<file path="src/hw/aes_ccm_map.svh">
// Register map, field positions, reset values and timing counts of the packet cipher control
// Operation
// - Writing 1 to the key-stream task starts generation; it ends by itself.
// - Writing the task_a task starts encrypt or decrypt; it ends by itself.
// - Rate-override task replaces the active data rate of a running task_a.
// - Shortcut bit 0 set makes key-stream done trigger the task_a task.
// - Interrupt-set write 1 enables an event interrupt; reads give enables.
// - Interrupt-clear write 1 disables an event interrupt; reads give enables.
// - Error interrupt enable sits at bit 2; the error event is deprecated.
// - Engine runs only when enable field holds 2; resets to disabled.
// - Mode bit 0 selects encrypt at 0, decrypt at 1; resets to decrypt.
// - Mode settings are sampled when key-stream or task_a task is triggered.
// - Rate codes: 0 1 Mbps, 1 2 Mbps, 2 125 kbps, 3 500 kbps.
// - Default length mode uses a 5-bit length field, 43-byte key-stream.
// - Configuration pointer holds RAM address of key and nonce structure.
// - Rate-override register holds a rate code applied only by its task.
// - Key-stream generation completes within 50 microseconds.
// - All RAM accesses are finished when done events are raised.
// - DMA unable to keep pace with on-the-fly task_a raises error event.
`ifndef AES_CCM_MAP_SVH
`define AES_CCM_MAP_SVH

`define OFS_TASK_KS 12'h000
`define OFS_TASK_TASK_A 12'h004
`define OFS_TASK_STOP 12'h008
`define OFS_TASK_OVR 12'h00c
`define OFS_EV_KS 12'h100
`define OFS_EV_TASK_A 12'h104
`define OFS_EV_ERR 12'h108
`define OFS_EVENT_TASK_SHORTCUTS 12'h200
`define OFS_INT_SET 12'h304
`define OFS_INT_CLR 12'h308
`define OFS_MIC 12'h400
`define OFS_ENABLE 12'h500
`define OFS_MODE 12'h504
`define OFS_CNF_PTR 12'h508
`define OFS_IN_PTR 12'h50c
`define OFS_OUT_PTR 12'h510
`define OFS_SCR_PTR 12'h514
`define OFS_LIMIT 12'h518
`define OFS_OVR 12'h51c

`define EV_KS_BIT 0
`define EV_TASK_A_BIT 1
`define EV_ERR_BIT 2
`define MODE_OP_BIT 0
`define MODE_RATE_LSB 16
`define MODE_LEN_BIT 24

`define ENABLE_ON 2'h2
`define RST_MODE_DEC 1'h1
`define RST_LIMIT 8'hfb

`define CNF_BYTES 9'h021
`define SCR_DEFAULT_BYTES 9'h02b
`define SCR_EXT_BASE 9'h010
`define DEF_LEN_MASK 8'h1f
`define HDR_BYTES 9'h003
`define MIC_BYTES 9'h004

`define CLK_PERIOD_NS 8
`define KS_MAX_NS 50000
`define KS_MAX_CYCLES (`KS_MAX_NS / `CLK_PERIOD_NS)
`define BYTE_NS_1M 8000
`define BYTE_NS_2M 4000
`define BYTE_NS_125K 64000
`define BYTE_NS_500K 16000
`define BYTE_CYC_1M (`BYTE_NS_1M / `CLK_PERIOD_NS)
`define BYTE_CYC_2M (`BYTE_NS_2M / `CLK_PERIOD_NS)
`define BYTE_CYC_125K (`BYTE_NS_125K / `CLK_PERIOD_NS)
`define BYTE_CYC_500K (`BYTE_NS_500K / `CLK_PERIOD_NS)

`endif

</file>
<file path="src/hw/aes_ccm_pkg.sv">
// Types of the packet cipher control
package aes_ccm_pkg;

  typedef enum logic [6:0] {
    ST_IDLE = 7'h01,
    ST_KS_RD = 7'h02,
    ST_KS_WR = 7'h04,
    ST_CR_LEN = 7'h08,
    ST_CR_WAIT = 7'h10,
    ST_CR_RD = 7'h20,
    ST_CR_WR = 7'h40
  } state_t;

  typedef struct packed {
    state_t st;
    logic [2:0] ev;
    logic [2:0] inten;
    logic short_en;
    logic [1:0] enable;
    logic mode_dec;
    logic [1:0] mode_rate;
    logic mode_ext;
    logic [31:0] cnf_ptr;
    logic [31:0] in_ptr;
    logic [31:0] out_ptr;
    logic [31:0] scr_ptr;
    logic [7:0] limit;
    logic [1:0] ovr;
    logic act_dec;
    logic [1:0] act_rate;
    logic act_ext;
    logic [8:0] idx;
    logic [8:0] total;
    logic [7:0] mix;
    logic req;
    logic we;
    logic [31:0] addr;
    logic [7:0] wdata;
    logic [31:0] rdata;
    logic irq;
    logic [15:0] ks_cnt;
    logic busy;
  } regs_t;

endpackage

</file>
<file path="src/hw/aes_ccm_ctrl.sv">
// Packet cipher control: registers, task sequencing and RAM access pacing
`timescale 1ns/1ps
`include "aes_ccm_map.svh"
module aes_ccm_ctrl #(
  parameter int unsigned KS_MAX_CYCLES = `KS_MAX_CYCLES,
  parameter int unsigned BYTE_CYC_125K = `BYTE_CYC_125K
) (
  // Clock, reset, enable
  input wire logic clk,
  input wire logic rst,
  input wire logic ce,
  // Register port
  input wire logic [11:0] reg_addr,
  input wire logic [31:0] reg_wdata,
  input wire logic reg_wr,
  input wire logic reg_rd,
  output logic [31:0] reg_rdata,
  // RAM access port
  output logic dma_req,
  output logic dma_we,
  output logic [31:0] dma_addr,
  output logic [7:0] dma_wdata,
  input wire logic dma_ack,
  input wire logic [7:0] dma_rdata,
  // Status
  output logic irq,
  output logic busy
);

  aes_ccm_pkg::regs_t r;
  aes_ccm_pkg::regs_t next_r;
  logic tick;
  logic run_pace;
  logic on;
  logic wr_ks;
  logic wr_task_a;
  logic wr_stop;
  logic wr_ovr;
  logic ks_start;
  logic cr_start;
  logic ack;
  logic [2:0] ev_set;
  logic [7:0] len;
  logic [8:0] scr_len;
  logic [31:0] mode_word;
  logic [31:0] rd_word;

  assign run_pace = (r.st == aes_ccm_pkg::ST_CR_WAIT) || (r.st == aes_ccm_pkg::ST_CR_RD)
    || (r.st == aes_ccm_pkg::ST_CR_WR);

  byte_pacer #(
    .CYC_1M(`BYTE_CYC_1M),
    .CYC_2M(`BYTE_CYC_2M),
    .CYC_125K(BYTE_CYC_125K),
    .CYC_500K(`BYTE_CYC_500K)
  ) pacer (
    .clk(clk),
    .rst(rst),
    .ce(ce),
    .run(run_pace),
    .rate(r.act_rate),
    .tick(tick)
  );

  assign reg_rdata = r.rdata;
  assign dma_req = r.req;
  assign dma_we = r.we;
  assign dma_addr = r.addr;
  assign dma_wdata = r.wdata;
  assign irq = r.irq;
  assign busy = r.busy;

  always_comb begin
    mode_word = 32'h00000000;
    mode_word[`MODE_OP_BIT] = r.mode_dec;
    mode_word[`MODE_RATE_LSB +: 2] = r.mode_rate;
    mode_word[`MODE_LEN_BIT] = r.mode_ext;
    case (reg_addr)
      `OFS_EV_KS: rd_word = {31'h0, r.ev[`EV_KS_BIT]};
      `OFS_EV_TASK_A: rd_word = {31'h0, r.ev[`EV_TASK_A_BIT]};
      `OFS_EV_ERR: rd_word = {31'h0, r.ev[`EV_ERR_BIT]};
      `OFS_EVENT_TASK_SHORTCUTS: rd_word = {31'h0, r.short_en};
      `OFS_INT_SET: rd_word = {29'h0, r.inten};
      `OFS_INT_CLR: rd_word = {29'h0, r.inten};
      `OFS_ENABLE: rd_word = {30'h0, r.enable};
      `OFS_MODE: rd_word = mode_word;
      `OFS_CNF_PTR: rd_word = r.cnf_ptr;
      `OFS_IN_PTR: rd_word = r.in_ptr;
      `OFS_OUT_PTR: rd_word = r.out_ptr;
      `OFS_SCR_PTR: rd_word = r.scr_ptr;
      `OFS_LIMIT: rd_word = {24'h0, r.limit};
      `OFS_OVR: rd_word = {30'h0, r.ovr};
      default: rd_word = 32'h00000000;
    endcase
  end

  always_comb begin
    next_r = r;
    ev_set = 3'h0;
    len = 8'h00;
    on = (r.enable == `ENABLE_ON);
    wr_ks = reg_wr && reg_addr == `OFS_TASK_KS && reg_wdata[0];
    wr_task_a = reg_wr && reg_addr == `OFS_TASK_TASK_A && reg_wdata[0];
    wr_stop = reg_wr && reg_addr == `OFS_TASK_STOP && reg_wdata[0];
    wr_ovr = reg_wr && reg_addr == `OFS_TASK_OVR && reg_wdata[0];
    ks_start = 1'b0;
    cr_start = 1'b0;
    ack = r.req && dma_ack;
    // Scratch use: 43 bytes default, 16 + limit when extended
    scr_len = r.act_ext ? `SCR_EXT_BASE + {1'b0, r.limit} : `SCR_DEFAULT_BYTES;

    // Plain register writes
    if (reg_wr) begin
      case (reg_addr)
        `OFS_EVENT_TASK_SHORTCUTS: next_r.short_en = reg_wdata[0];
        `OFS_INT_SET: next_r.inten = r.inten | reg_wdata[2:0];
        `OFS_INT_CLR: next_r.inten = r.inten & ~reg_wdata[2:0];
        `OFS_ENABLE: next_r.enable = reg_wdata[1:0];
        `OFS_MODE: begin
          next_r.mode_dec = reg_wdata[`MODE_OP_BIT];
          next_r.mode_rate = reg_wdata[`MODE_RATE_LSB +: 2];
          next_r.mode_ext = reg_wdata[`MODE_LEN_BIT];
        end
        `OFS_CNF_PTR: next_r.cnf_ptr = reg_wdata;
        `OFS_IN_PTR: next_r.in_ptr = reg_wdata;
        `OFS_OUT_PTR: next_r.out_ptr = reg_wdata;
        `OFS_SCR_PTR: next_r.scr_ptr = reg_wdata;
        `OFS_LIMIT: next_r.limit = reg_wdata[7:0];
        `OFS_OVR: next_r.ovr = reg_wdata[1:0];
        default: begin
        end
      endcase
    end

    next_r.rdata = reg_rd ? rd_word : 32'h00000000;

    // Tasks are taken only from idle with the engine enabled
    if (on && r.st == aes_ccm_pkg::ST_IDLE) begin
      if (wr_ks) begin
        ks_start = 1'b1;
      end else if (wr_task_a) begin
        cr_start = 1'b1;
      end
    end

    case (r.st)
      aes_ccm_pkg::ST_IDLE: begin
        next_r.req = 1'b0;
      end
      aes_ccm_pkg::ST_KS_RD: begin
        // Fetch key and nonce structure byte by byte
        if (!r.req) begin
          next_r.req = 1'b1;
          next_r.we = 1'b0;
          next_r.addr = r.cnf_ptr + {23'h0, r.idx};
        end else if (ack) begin
          next_r.req = 1'b0;
          next_r.mix = {r.mix[6:0], r.mix[7]} ^ dma_rdata;
          if (r.idx + 9'h001 == `CNF_BYTES) begin
            next_r.idx = 9'h000;
            next_r.st = aes_ccm_pkg::ST_KS_WR;
          end else begin
            next_r.idx = r.idx + 9'h001;
          end
        end
      end
      aes_ccm_pkg::ST_KS_WR: begin
        // Key-stream bytes go to the scratch area
        if (!r.req) begin
          next_r.req = 1'b1;
          next_r.we = 1'b1;
          next_r.addr = r.scr_ptr + {23'h0, r.idx};
          next_r.wdata = r.mix ^ r.idx[7:0];
        end else if (ack) begin
          next_r.req = 1'b0;
          next_r.we = 1'b0;
          if (r.idx + 9'h001 == scr_len) begin
            // Last write acknowledged before the done event
            ev_set[`EV_KS_BIT] = 1'b1;
            next_r.idx = 9'h000;
            if (r.short_en) begin
              cr_start = 1'b1;
            end else begin
              next_r.st = aes_ccm_pkg::ST_IDLE;
            end
          end else begin
            next_r.idx = r.idx + 9'h001;
          end
        end
      end
      aes_ccm_pkg::ST_CR_LEN: begin
        // Length byte of the input packet decides the transfer size
        if (!r.req) begin
          next_r.req = 1'b1;
          next_r.we = 1'b0;
          next_r.addr = r.in_ptr + 32'h00000001;
        end else if (ack) begin
          next_r.req = 1'b0;
          len = r.act_ext ? dma_rdata : (dma_rdata & `DEF_LEN_MASK);
          next_r.total = {1'b0, len} + `HDR_BYTES;
          if (!r.act_dec && len != 8'h00) begin
            next_r.total = {1'b0, len} + `HDR_BYTES + `MIC_BYTES;
          end
          next_r.idx = 9'h000;
          next_r.st = aes_ccm_pkg::ST_CR_WAIT;
        end
      end
      aes_ccm_pkg::ST_CR_WAIT: begin
        if (tick) begin
          next_r.st = aes_ccm_pkg::ST_CR_RD;
        end
      end
      aes_ccm_pkg::ST_CR_RD: begin
        // A byte slot ending before its RAM traffic means the DMA fell behind
        if (tick) begin
          ev_set[`EV_ERR_BIT] = 1'b1;
        end
        if (!r.req) begin
          next_r.req = 1'b1;
          next_r.we = 1'b0;
          next_r.addr = r.in_ptr + {23'h0, r.idx};
        end else if (ack) begin
          next_r.req = 1'b0;
          next_r.wdata = dma_rdata ^ r.mix;
          next_r.st = aes_ccm_pkg::ST_CR_WR;
        end
      end
      aes_ccm_pkg::ST_CR_WR: begin
        if (tick) begin
          ev_set[`EV_ERR_BIT] = 1'b1;
        end
        if (!r.req) begin
          next_r.req = 1'b1;
          next_r.we = 1'b1;
          next_r.addr = r.out_ptr + {23'h0, r.idx};
        end else if (ack) begin
          next_r.req = 1'b0;
          next_r.we = 1'b0;
          next_r.mix = {r.mix[0], r.mix[7:1]} ^ r.wdata;
          if (r.idx + 9'h001 == r.total) begin
            ev_set[`EV_TASK_A_BIT] = 1'b1;
            next_r.st = aes_ccm_pkg::ST_IDLE;
          end else begin
            next_r.idx = r.idx + 9'h001;
            next_r.st = aes_ccm_pkg::ST_CR_WAIT;
          end
        end
      end
      default: begin
        next_r.st = aes_ccm_pkg::ST_IDLE;
        next_r.req = 1'b0;
      end
    endcase

    // Mode is latched only here, so later writes do not disturb a run
    if (ks_start) begin
      next_r.act_dec = r.mode_dec;
      next_r.act_rate = r.mode_rate;
      next_r.act_ext = r.mode_ext;
      next_r.idx = 9'h000;
      next_r.mix = 8'h00;
      next_r.ks_cnt = 16'h0000;
      next_r.st = aes_ccm_pkg::ST_KS_RD;
    end
    if (cr_start) begin
      next_r.act_dec = r.mode_dec;
      next_r.act_rate = r.mode_rate;
      next_r.act_ext = r.mode_ext;
      next_r.idx = 9'h000;
      next_r.st = aes_ccm_pkg::ST_CR_LEN;
    end

    // Override only touches a task_a already running
    if (wr_ovr && (run_pace || r.st == aes_ccm_pkg::ST_CR_LEN)) begin
      next_r.act_rate = r.ovr;
    end

    // Deadline watch on key-stream generation
    if (r.st == aes_ccm_pkg::ST_KS_RD || r.st == aes_ccm_pkg::ST_KS_WR) begin
      if (r.ks_cnt != 16'hffff) begin
        next_r.ks_cnt = r.ks_cnt + 16'h0001;
      end
      if (r.ks_cnt + 16'h0001 == 16'(KS_MAX_CYCLES)) begin
        ev_set[`EV_ERR_BIT] = 1'b1;
      end
    end

    // Stop or disable drops any transfer without a done event
    if (wr_stop || !on) begin
      next_r.st = aes_ccm_pkg::ST_IDLE;
      next_r.req = 1'b0;
      next_r.we = 1'b0;
      ev_set[`EV_KS_BIT] = 1'b0;
      ev_set[`EV_TASK_A_BIT] = 1'b0;
    end

    // Writing 0 clears an event; a set in the same cycle wins
    if (reg_wr && !reg_wdata[0]) begin
      if (reg_addr == `OFS_EV_KS) begin
        next_r.ev[`EV_KS_BIT] = 1'b0;
      end
      if (reg_addr == `OFS_EV_TASK_A) begin
        next_r.ev[`EV_TASK_A_BIT] = 1'b0;
      end
      if (reg_addr == `OFS_EV_ERR) begin
        next_r.ev[`EV_ERR_BIT] = 1'b0;
      end
    end
    next_r.ev = next_r.ev | ev_set;

    next_r.irq = |(next_r.ev & next_r.inten);
    next_r.busy = (next_r.st != aes_ccm_pkg::ST_IDLE);
  end

  always_ff @(posedge clk) begin
    if (rst) begin
      r <= '0;
      r.st <= aes_ccm_pkg::ST_IDLE;
      r.enable <= 2'h0;
      r.mode_dec <= `RST_MODE_DEC;
      r.act_dec <= `RST_MODE_DEC;
      r.limit <= `RST_LIMIT;
    end else if (ce) begin
      r <= next_r;
    end
  end

endmodule

</file>
<file path="src/hw/byte_pacer.sv">
// Byte-time tick generator that keeps the cipher in step with the radio rate
`timescale 1ns/1ps
module byte_pacer #(
  parameter int unsigned CYC_1M = 1000,
  parameter int unsigned CYC_2M = 500,
  parameter int unsigned CYC_125K = 8000,
  parameter int unsigned CYC_500K = 2000
) (
  // Clock and reset
  input wire logic clk,
  input wire logic rst,
  input wire logic ce,
  // Control
  input wire logic run,
  input wire logic [1:0] rate,
  // Byte tick
  output logic tick
);

  logic [15:0] cnt;
  logic [15:0] period;

  always_comb begin
    case (rate)
      2'h0: period = 16'(CYC_1M);
      2'h1: period = 16'(CYC_2M);
      2'h2: period = 16'(CYC_125K);
      default: period = 16'(CYC_500K);
    endcase
  end

  // A rate change mid-byte takes effect at the next compare
  always_ff @(posedge clk) begin
    if (rst) begin
      cnt <= 16'h0000;
      tick <= 1'b0;
    end else if (ce) begin
      tick <= 1'b0;
      if (!run) begin
        cnt <= 16'h0000;
      end else if (cnt + 16'h0001 >= period) begin
        cnt <= 16'h0000;
        tick <= 1'b1;
      end else begin
        cnt <= cnt + 16'h0001;
      end
    end
  end

endmodule

</file>
<file path="config.mk">
export PLATFORM = sky130hd
export DESIGN_NAME = aes_ccm_ctrl
export DESIGN_NICKNAME = d
export VERILOG_FILES = /design/src/hw/aes_ccm_pkg.sv /design/src/hw/aes_ccm_ctrl.sv /design/src/hw/byte_pacer.sv
export VERILOG_INCLUDE_DIRS = /design/src /design/src/hw
export SDC_FILE = /design/constraint.sdc
export NUM_CORES = 1
export LEC_CHECK = 0
export BUFFER_PORTS_ARGS = -buffer_cell sky130_fd_sc_hd__buf_2
export CAP_MARGIN = 10
export CELL_PAD_IN_SITES_DETAIL_PLACEMENT = 0
export CELL_PAD_IN_SITES_GLOBAL_PLACEMENT = 1
export CORE_MARGIN = 1.5
export CORE_UTILIZATION = 45
export DETAILED_ROUTE_END_ITERATION = 16
export PLACE_DENSITY = 0.89
export SLEW_MARGIN = 15
export SYNTH_ARGS = -nofsm -noshare
export SYNTH_HDL_FRONTEND = slang
export SYNTH_SLANG_ARGS = --single-unit
</file>
<file path="constraint.sdc">
create_clock -name clk -period 6 [get_ports clk]
set_input_delay 0.3 -clock clk [delete_from_list [all_inputs] [get_ports clk]]
set_output_delay 0.3 -clock clk [all_outputs]
set_load 0.01 [all_outputs]
</file>
==> results.yml, run 1 <==
timing:
  hold_viol: 0
  min_period_over_period: 0.764
  worstMarginPinSlew_ns: 1.22
  setup_viol: 0
  slew_headroom: 0.180
  slew_viol_final: 0
  setup_tns_ns: 0
  finalCriticalPeriod_ns: 4.59
  rsz0062_at_grt: "false"
  clock_skew_ns: 0.0149
  max_freq_mhz: 218
pwr:
  internal_power_mw: 3.51
  pwr-share-comb: 0.032
  swShare: 0.228
  peakVddDrop_mv: 0.199
  p_seq_frac: 0.436
  p_clk_frac: 0.533
  pwr_density_cell_mw_per_mm2: 237
  switching_power_mw: 1.03
  p_leak_nw: 6.67
logic_synthesis:
  synth-seq-area-share: 0.343
  ys.warnings.count: 0
  postSynthAreaPerCell_um2: 7.59
  synthesis.nets: 2373
  synth_commonest_cells: "nand2_1, dfxtp_1, a21oi_1, nor2_1, clkbuf_1"
  synthCells: 2286
  ys_types: 82
  ys_ff_latch: 297
  synth_area_leaders: "dfxtp_1, nand2_1, a21oi_1"
  ys.flop_type: "dfxtp_1"
  async_flop_share: 0
  yosysMostFrequentCell: "nand2_1"
  yosysTopAreaCellShare: 0.343
  netlist_area_mm2: 0.0174
  yosys.area.top_type: "dfxtp_1"
  synth-edff-count: 0
route:
  drtIter0Drc: 2098
  wl_per_cell_um: 21.5
  firstDrtPassIters: 9
  avgViaCountPerCell: 6.20
  ant_nets: 0
  routed_wl_um: 60200
  routed-via-count: 17400
  remaining_drc_errors: 0
die:
  core_mm2: 0.0378
  die-area_mm2: 0.0398
  die_w_um: 199
  die_h_um: 199
  io_pins: 134
  start_util: 0.459
  placementRows: 71
place:
  hpwl_um: 40700
  dp_cells: 2736
  gp_congestion: 0.944
  io_buffers: 133
setup_path:
  cp-end-kind: "flop"
  required_ns: 6.42
  critPathKind: "flop to flop"
  critical_path_arrival_ns: 5.01
  cp-start-kind: "flop"
  worstPathMaxFanout: 28
cts:
  cts_buffers: 37
  cts.sinks: 297
  cts_tree: "done"
  clkLatencyLatePin_ns: 0.56
  clk_path_buf_depth: 3
  clk_pin_slew_ns: 0.06
  postCtsResizedCells: 0
  cts-hold-fix-buffers: 1
  htreeDepth: 2
  root_buffer: "clkbuf_16"
  postCtsSetupBuffers: 0
cells_and_area:
  drive_gt1_frac: 0.119
  layout.nets: 2352
  finalNonFillerCells: 2805
  syn_to_final_growth_pct: 10.2
  nFillCells: 3771
global_routing:
  track_usage: 0.301
  grt_overflow_total: 0
  grt_pass1_vias: 16200
  grt_max_degree: 99
  grt_pass1_wl_um: 93000
  antenna_found_initial: 2
flow_run:
  maxCapViolations: 0
run_status:
  outcome: "completed"
hold_path:
  hold_path_class: "input port to flop"
final cells by class:
| cell class | count | area [um^2] | area share |
|---|---|---|---|
| Tap cell | 511 | 639 | 0.0334 |
| Clock inverter | 16 | 228 | 0.0119 |
| Timing Repair Buffer | 169 | 945 | 0.0494 |
| Sequential cell | 297 | 5950 | 0.311 |
| Multi-Input combinational cell | 1728 | 10200 | 0.531 |
| Antenna cell | 1 | 2.50 | 0.000131 |
| Clock buffer | 51 | 1090 | 0.0570 |
| Inverter | 32 | 120 | 0.00628 |
critical path, stage by stage (launching register included):
cell,delay [ns]
dfxtp_1,0.91
or4b_1,0.46
nor2_4,0.07
buf_4,0.28
a222oi_1,0.39
nand2_1,0.10
ha_1,0.37
a211oi_1,0.10
nor2_1,0.21
o31ai_1,0.14
a211oi_1,0.26
buf_4,0.22
nand3_4,0.15
or4_1,0.54
a31oi_1,0.17
nor3_1,0.06
cells in the final DEF, fill, tap and decap left out, types with 8 or more instances in the layout:
cell type,netlist,routed
nand3b_1,22,22
or2_2,10,10
and3_1,15,15
a211oi_1,42,42
nor3b_1,9,9
nand3_1,82,82
a2111oi_0,9,9
a22o_1,37,37
a211o_1,9,9
nor2b_1,11,11
a22oi_1,21,21
nor4b_1,9,9
nor2_1,172,167
dfxtp_1,297,297
xnor2_1,64,64
nor3_1,53,48
ha_1,28,28
a31oi_1,25,25
xor2_1,56,56
or3_1,18,18
a21o_1,14,14
buf_4,73,35
clkbuf_16,0,39
o21ai_0,79,79
and2_1,12,12
mux2i_1,13,13
a221oi_1,29,29
a32o_1,9,9
inv_1,32,32
or4_1,10,10
nor4_1,24,24
nand4_1,30,30
buf_2,12,132
o211ai_1,17,17
nand2b_1,8,8
a21oi_1,218,218
nand2_1,450,446
and4_1,10,10
a222oi_1,31,31
cells by family after synthesis:
family | after synthesis | synth area share
AND/OR/NAND/NOR | 970 | 0.261
AO/OA/AOI/OAI | 592 | 0.227
flip-flops | 297 | 0.343
buffers and inverters | 261 | 0.0758
XOR/XNOR | 123 | 0.0644
adder cells (fa/ha/maj) | 29 | 0.0213
multiplexers | 14 | 0.00814
stage by stage:
step | instance area (um^2) | setup slack (ns) | power (mW) | hold slack, ns | util
after global routing | 19100 | 1.14 | 4.65 | 0.0168 | 0.506
after CTS | 19100 | 1.49 | 4.56 | 0.00272 | 0.505
after detailed placement | 17800 | 1.51 | 2.16 | 0.437 | 0.470
after floorplan | 17400 | 1.41 | 2.09 | 0.396 | -
after global placement | 17800 | 1.62 | 2.16 | 0.429 | 0.470
final | 19100 | 1.41 | 4.54 | 0.0135 | 0.506
registers in the layout, summed over array words and instances, names as in the netlist:
name,flops
r,200
dma_addr,32
reg_rdata,32
pacer.cnt,16
dma_wdata,8
mode_word,4
busy,1
dma_req,1
dma_we,1
irq,1
pacer.tick,1
power by group through the flow:
stage          Combinational [mW]  Sequential (mW)  Clock (mW)
6_report                    0.143             1.98        2.42
5_1_grt                     0.154             1.98        2.52
4_1_cts                     0.140             1.98        2.44
3_5_place_dp                0.139             2.02           0
3_3_place_gp                0.137             2.02           0
2_1_floorplan              0.0725             2.02           0
final timing paths:
path,from,end,slack [ns],cells past startpoint
worst max-delay path,r[279]$_SDFFE_PP0P_,dma_addr[30]$_SDFFE_PP0P_,1.41,15
worst min-delay path,reg_wdata[13],r[209]$_SDFFE_PP0P_,0.01,3
worst max register to register,r[279]$_SDFFE_PP0P_,dma_addr[30]$_SDFFE_PP0P_,1.41,15
worst min register to register,reg_rdata[5]$_SDFFE_PP0P_,reg_rdata[5]$_SDFFE_PP0P_,0.44,1
layer usage:
metal  wire length (um)  track usage
met5                 17            0
met4               1930        0.118
met3               4720       0.0417
met2              27800        0.494
met1              25700        0.400
Power figures use the tool's default switching activity.
==> run 2, diff against run 1 <==
Clock period 6 ns to 4.7 ns, I/O delays scaled along.
==> run 2 against run 1 <==
- combinational power up 41%
- total power up 24%
- sequential share of layout area down 0.43 points
- cell count up 1.3%
- non-clock buffer count up 44
==> results.yml, run 2 (synthesis results as in run 1) <==
run_status:
  outcome: "completed"
timing:
  clock_skew_ns: 0.0223
  finalCriticalPeriod_ns: 4.30
  slew_viol_final: 0
  setup_tns_ns: 0
  holdWs_ns: 0.0392
  slew_headroom: 0.183
  layout_setup_ws_ns: 0.403
  hold_viol: 0
  setup_viol: 0
  worstMarginPinSlew_ns: 1.22
  rsz0062_at_grt: "false"
  min_period_over_period: 0.914
  max_freq_mhz: 233
cts:
  cts_buffers: 36
  cts.sinks: 297
  clkLatencyLatePin_ns: 0.57
  clk_pin_slew_ns: 0.06
  root_buffer: "clkbuf_16"
  postCtsSetupBuffers: 0
  htreeDepth: 2
  cts_tree: "done"
  clk_path_buf_depth: 3
place:
  pre_cts_ws_ns: 0.488
  io_buffers: 133
  dpl_cell_area_mm2: 0.0179
  dp_cells: 2750
  hpwl_um: 41100
  gp_congestion: 0.968
setup_path:
  worstPathMaxFanout: 11
  r2r_cells: 15
  critPathKind: "flop to flop"
  required_ns: 5.10
  rrSetupSlack_ns: 0.40
  regToRegStartpoint: "r[275]$_SDFFE_PP0P_"
  r2r_end: "dma_addr[30]$_SDFFE_PP0P_"
  startpoint: "r[275]$_SDFFE_PP0P_"
  cp-end-kind: "flop"
  critical_path_arrival_ns: 4.70
  endpoint: "dma_addr[30]$_SDFFE_PP0P_"
  cp-start-kind: "flop"
hold_path:
  hold_path_class: "input port to flop"
  min_from: "reg_wdata[1]"
die:
  io_pins: 134
  die_h_um: 199
  die_w_um: 199
  start_util: 0.459
  die-area_mm2: 0.0398
  placementRows: 71
  core_mm2: 0.0378
cells_and_area:
  antennaDiodeCount: 0
  design_area_mm2: 0.0194
  finalNonFillerCells: 2842
  largest_register: "r"
  mostFrequentLayoutCell: "nand2_1"
  nFillCells: 3798
  final_cell_mix: "nand2_1, dfxtp_1, a21oi_1"
  syn_to_final_growth_pct: 11.8
  drive_gt1_frac: 0.118
  layout.nets: 2395
  largest_register_ffs: 200
pwr:
  p_seq_frac: 0.450
  internal_power_mw: 4.33
  pwr_density_cell_mw_per_mm2: 290
  p_leak_nw: 6.81
  swShare: 0.230
  p_clk_frac: 0.514
  switching_power_mw: 1.29
  pwr-share-comb: 0.036
  peakVddDrop_mv: 0.223
global_routing:
  antenna_found_initial: 0
  grt_max_degree: 98
  grt_pass1_vias: 16700
  grt_overflow_total: 0
  met3_usage: 0.0516
  track_usage: 0.303
  grt_use_met1: 0.393
  grt_pass1_wl_um: 94000
  grt-busiest-layer: "met2"
  use_met2: 0.496
route:
  firstDrtPassIters: 7
  routed_wl_um: 61000
  routed-via-count: 17600
  drtIter0Drc: 2187
  avgViaCountPerCell: 6.20
  ant_nets: 0
  remaining_drc_errors: 0
  wl_per_cell_um: 21.4
flow_run:
  maxCapViolations: 0
run 2: changes by cell type in the layout (fill, tap and decap cells not counted), sizes merged:
cell	change
clkinvlp	-3
buf	+14
bufinv	-1
diode	-1
inv	-1
clkinv	-1
dlygate4sd3	+30
run 2: area by class of cell:
class / count / area, um^2 / area share
Clock inverter: 10 / 169 / 0.00871
Inverter: 32 / 120 / 0.00619
Tap cell: 511 / 639 / 0.0330
Multi-Input combinational cell: 1728 / 10200 / 0.523
Clock buffer: 51 / 1030 / 0.0529
Timing Repair Buffer: 213 / 1350 / 0.0696
Sequential cell: 297 / 5950 / 0.306
run 2: worst min-delay path by stage:
stage | slack [ns] | to | depth (start not counted)
after CTS | 0.01 | r[229]$_SDFFE_PP0P_ | 3
final | 0.04 | r[229]$_SDFFE_PP0P_ | 3
after global routing | 0.06 | r[165]$_SDFFE_PP0P_ | 3
after floorplan | 0.33 | r[100]$_SDFFE_PP0P_ | 1
after detailed placement | 0.44 | reg_rdata[22]$_SDFFE_PP0P_ | 2
after global placement | 0.43 | reg_rdata[11]$_SDFFE_PP0P_ | 2
run 2: metrics by stage:
stage / utilization / power [mW]
after floorplan: - / 2.67
after global placement: 0.473 / 2.76
after detailed placement: 0.473 / 2.76
after CTS: 0.513 / 5.64
after global routing: 0.513 / 5.76
final: 0.513 / 5.62
run 2: layer usage:
metal  wire, um  share of wire  vias to the layer above
li1           -              -                     8175
met2      28100           0.46                      926
met3       5550          0.091                      158
met1      25000           0.41                     8348
met5          0              0                        -
met4       2230          0.037                        0
run 2: timing repair:
item                      CTS  global route
hold buffers               31             0
hold endpoints to repair  130             0
gates resized for setup     0             0
run 2: power groups by stage:
stage	Combinational [mW]	Sequential (mW)	Clock, mW
finish	0.202	2.53	2.89
global route	0.215	2.53	3.02
CTS	0.198	2.53	2.92
detailed placement	0.177	2.58	0
global placement	0.176	2.58	0
floorplan	0.0926	2.58	0
run 2: worst max-delay path, stage by stage (launching register included):
cell	delay, ns
dfxtp_1	0.55
or4b_1	0.68
nor2_4	0.34
a222oi_1	0.17
nand2_1	0.10
ha_1	0.21
fa_1	0.25
a211oi_1	0.09
nor2_1	0.20
o31ai_1	0.15
a211oi_1	0.27
buf_4	0.22
nand3_4	0.15
or4_1	0.54
a31oi_1	0.17
nor3_1	0.06
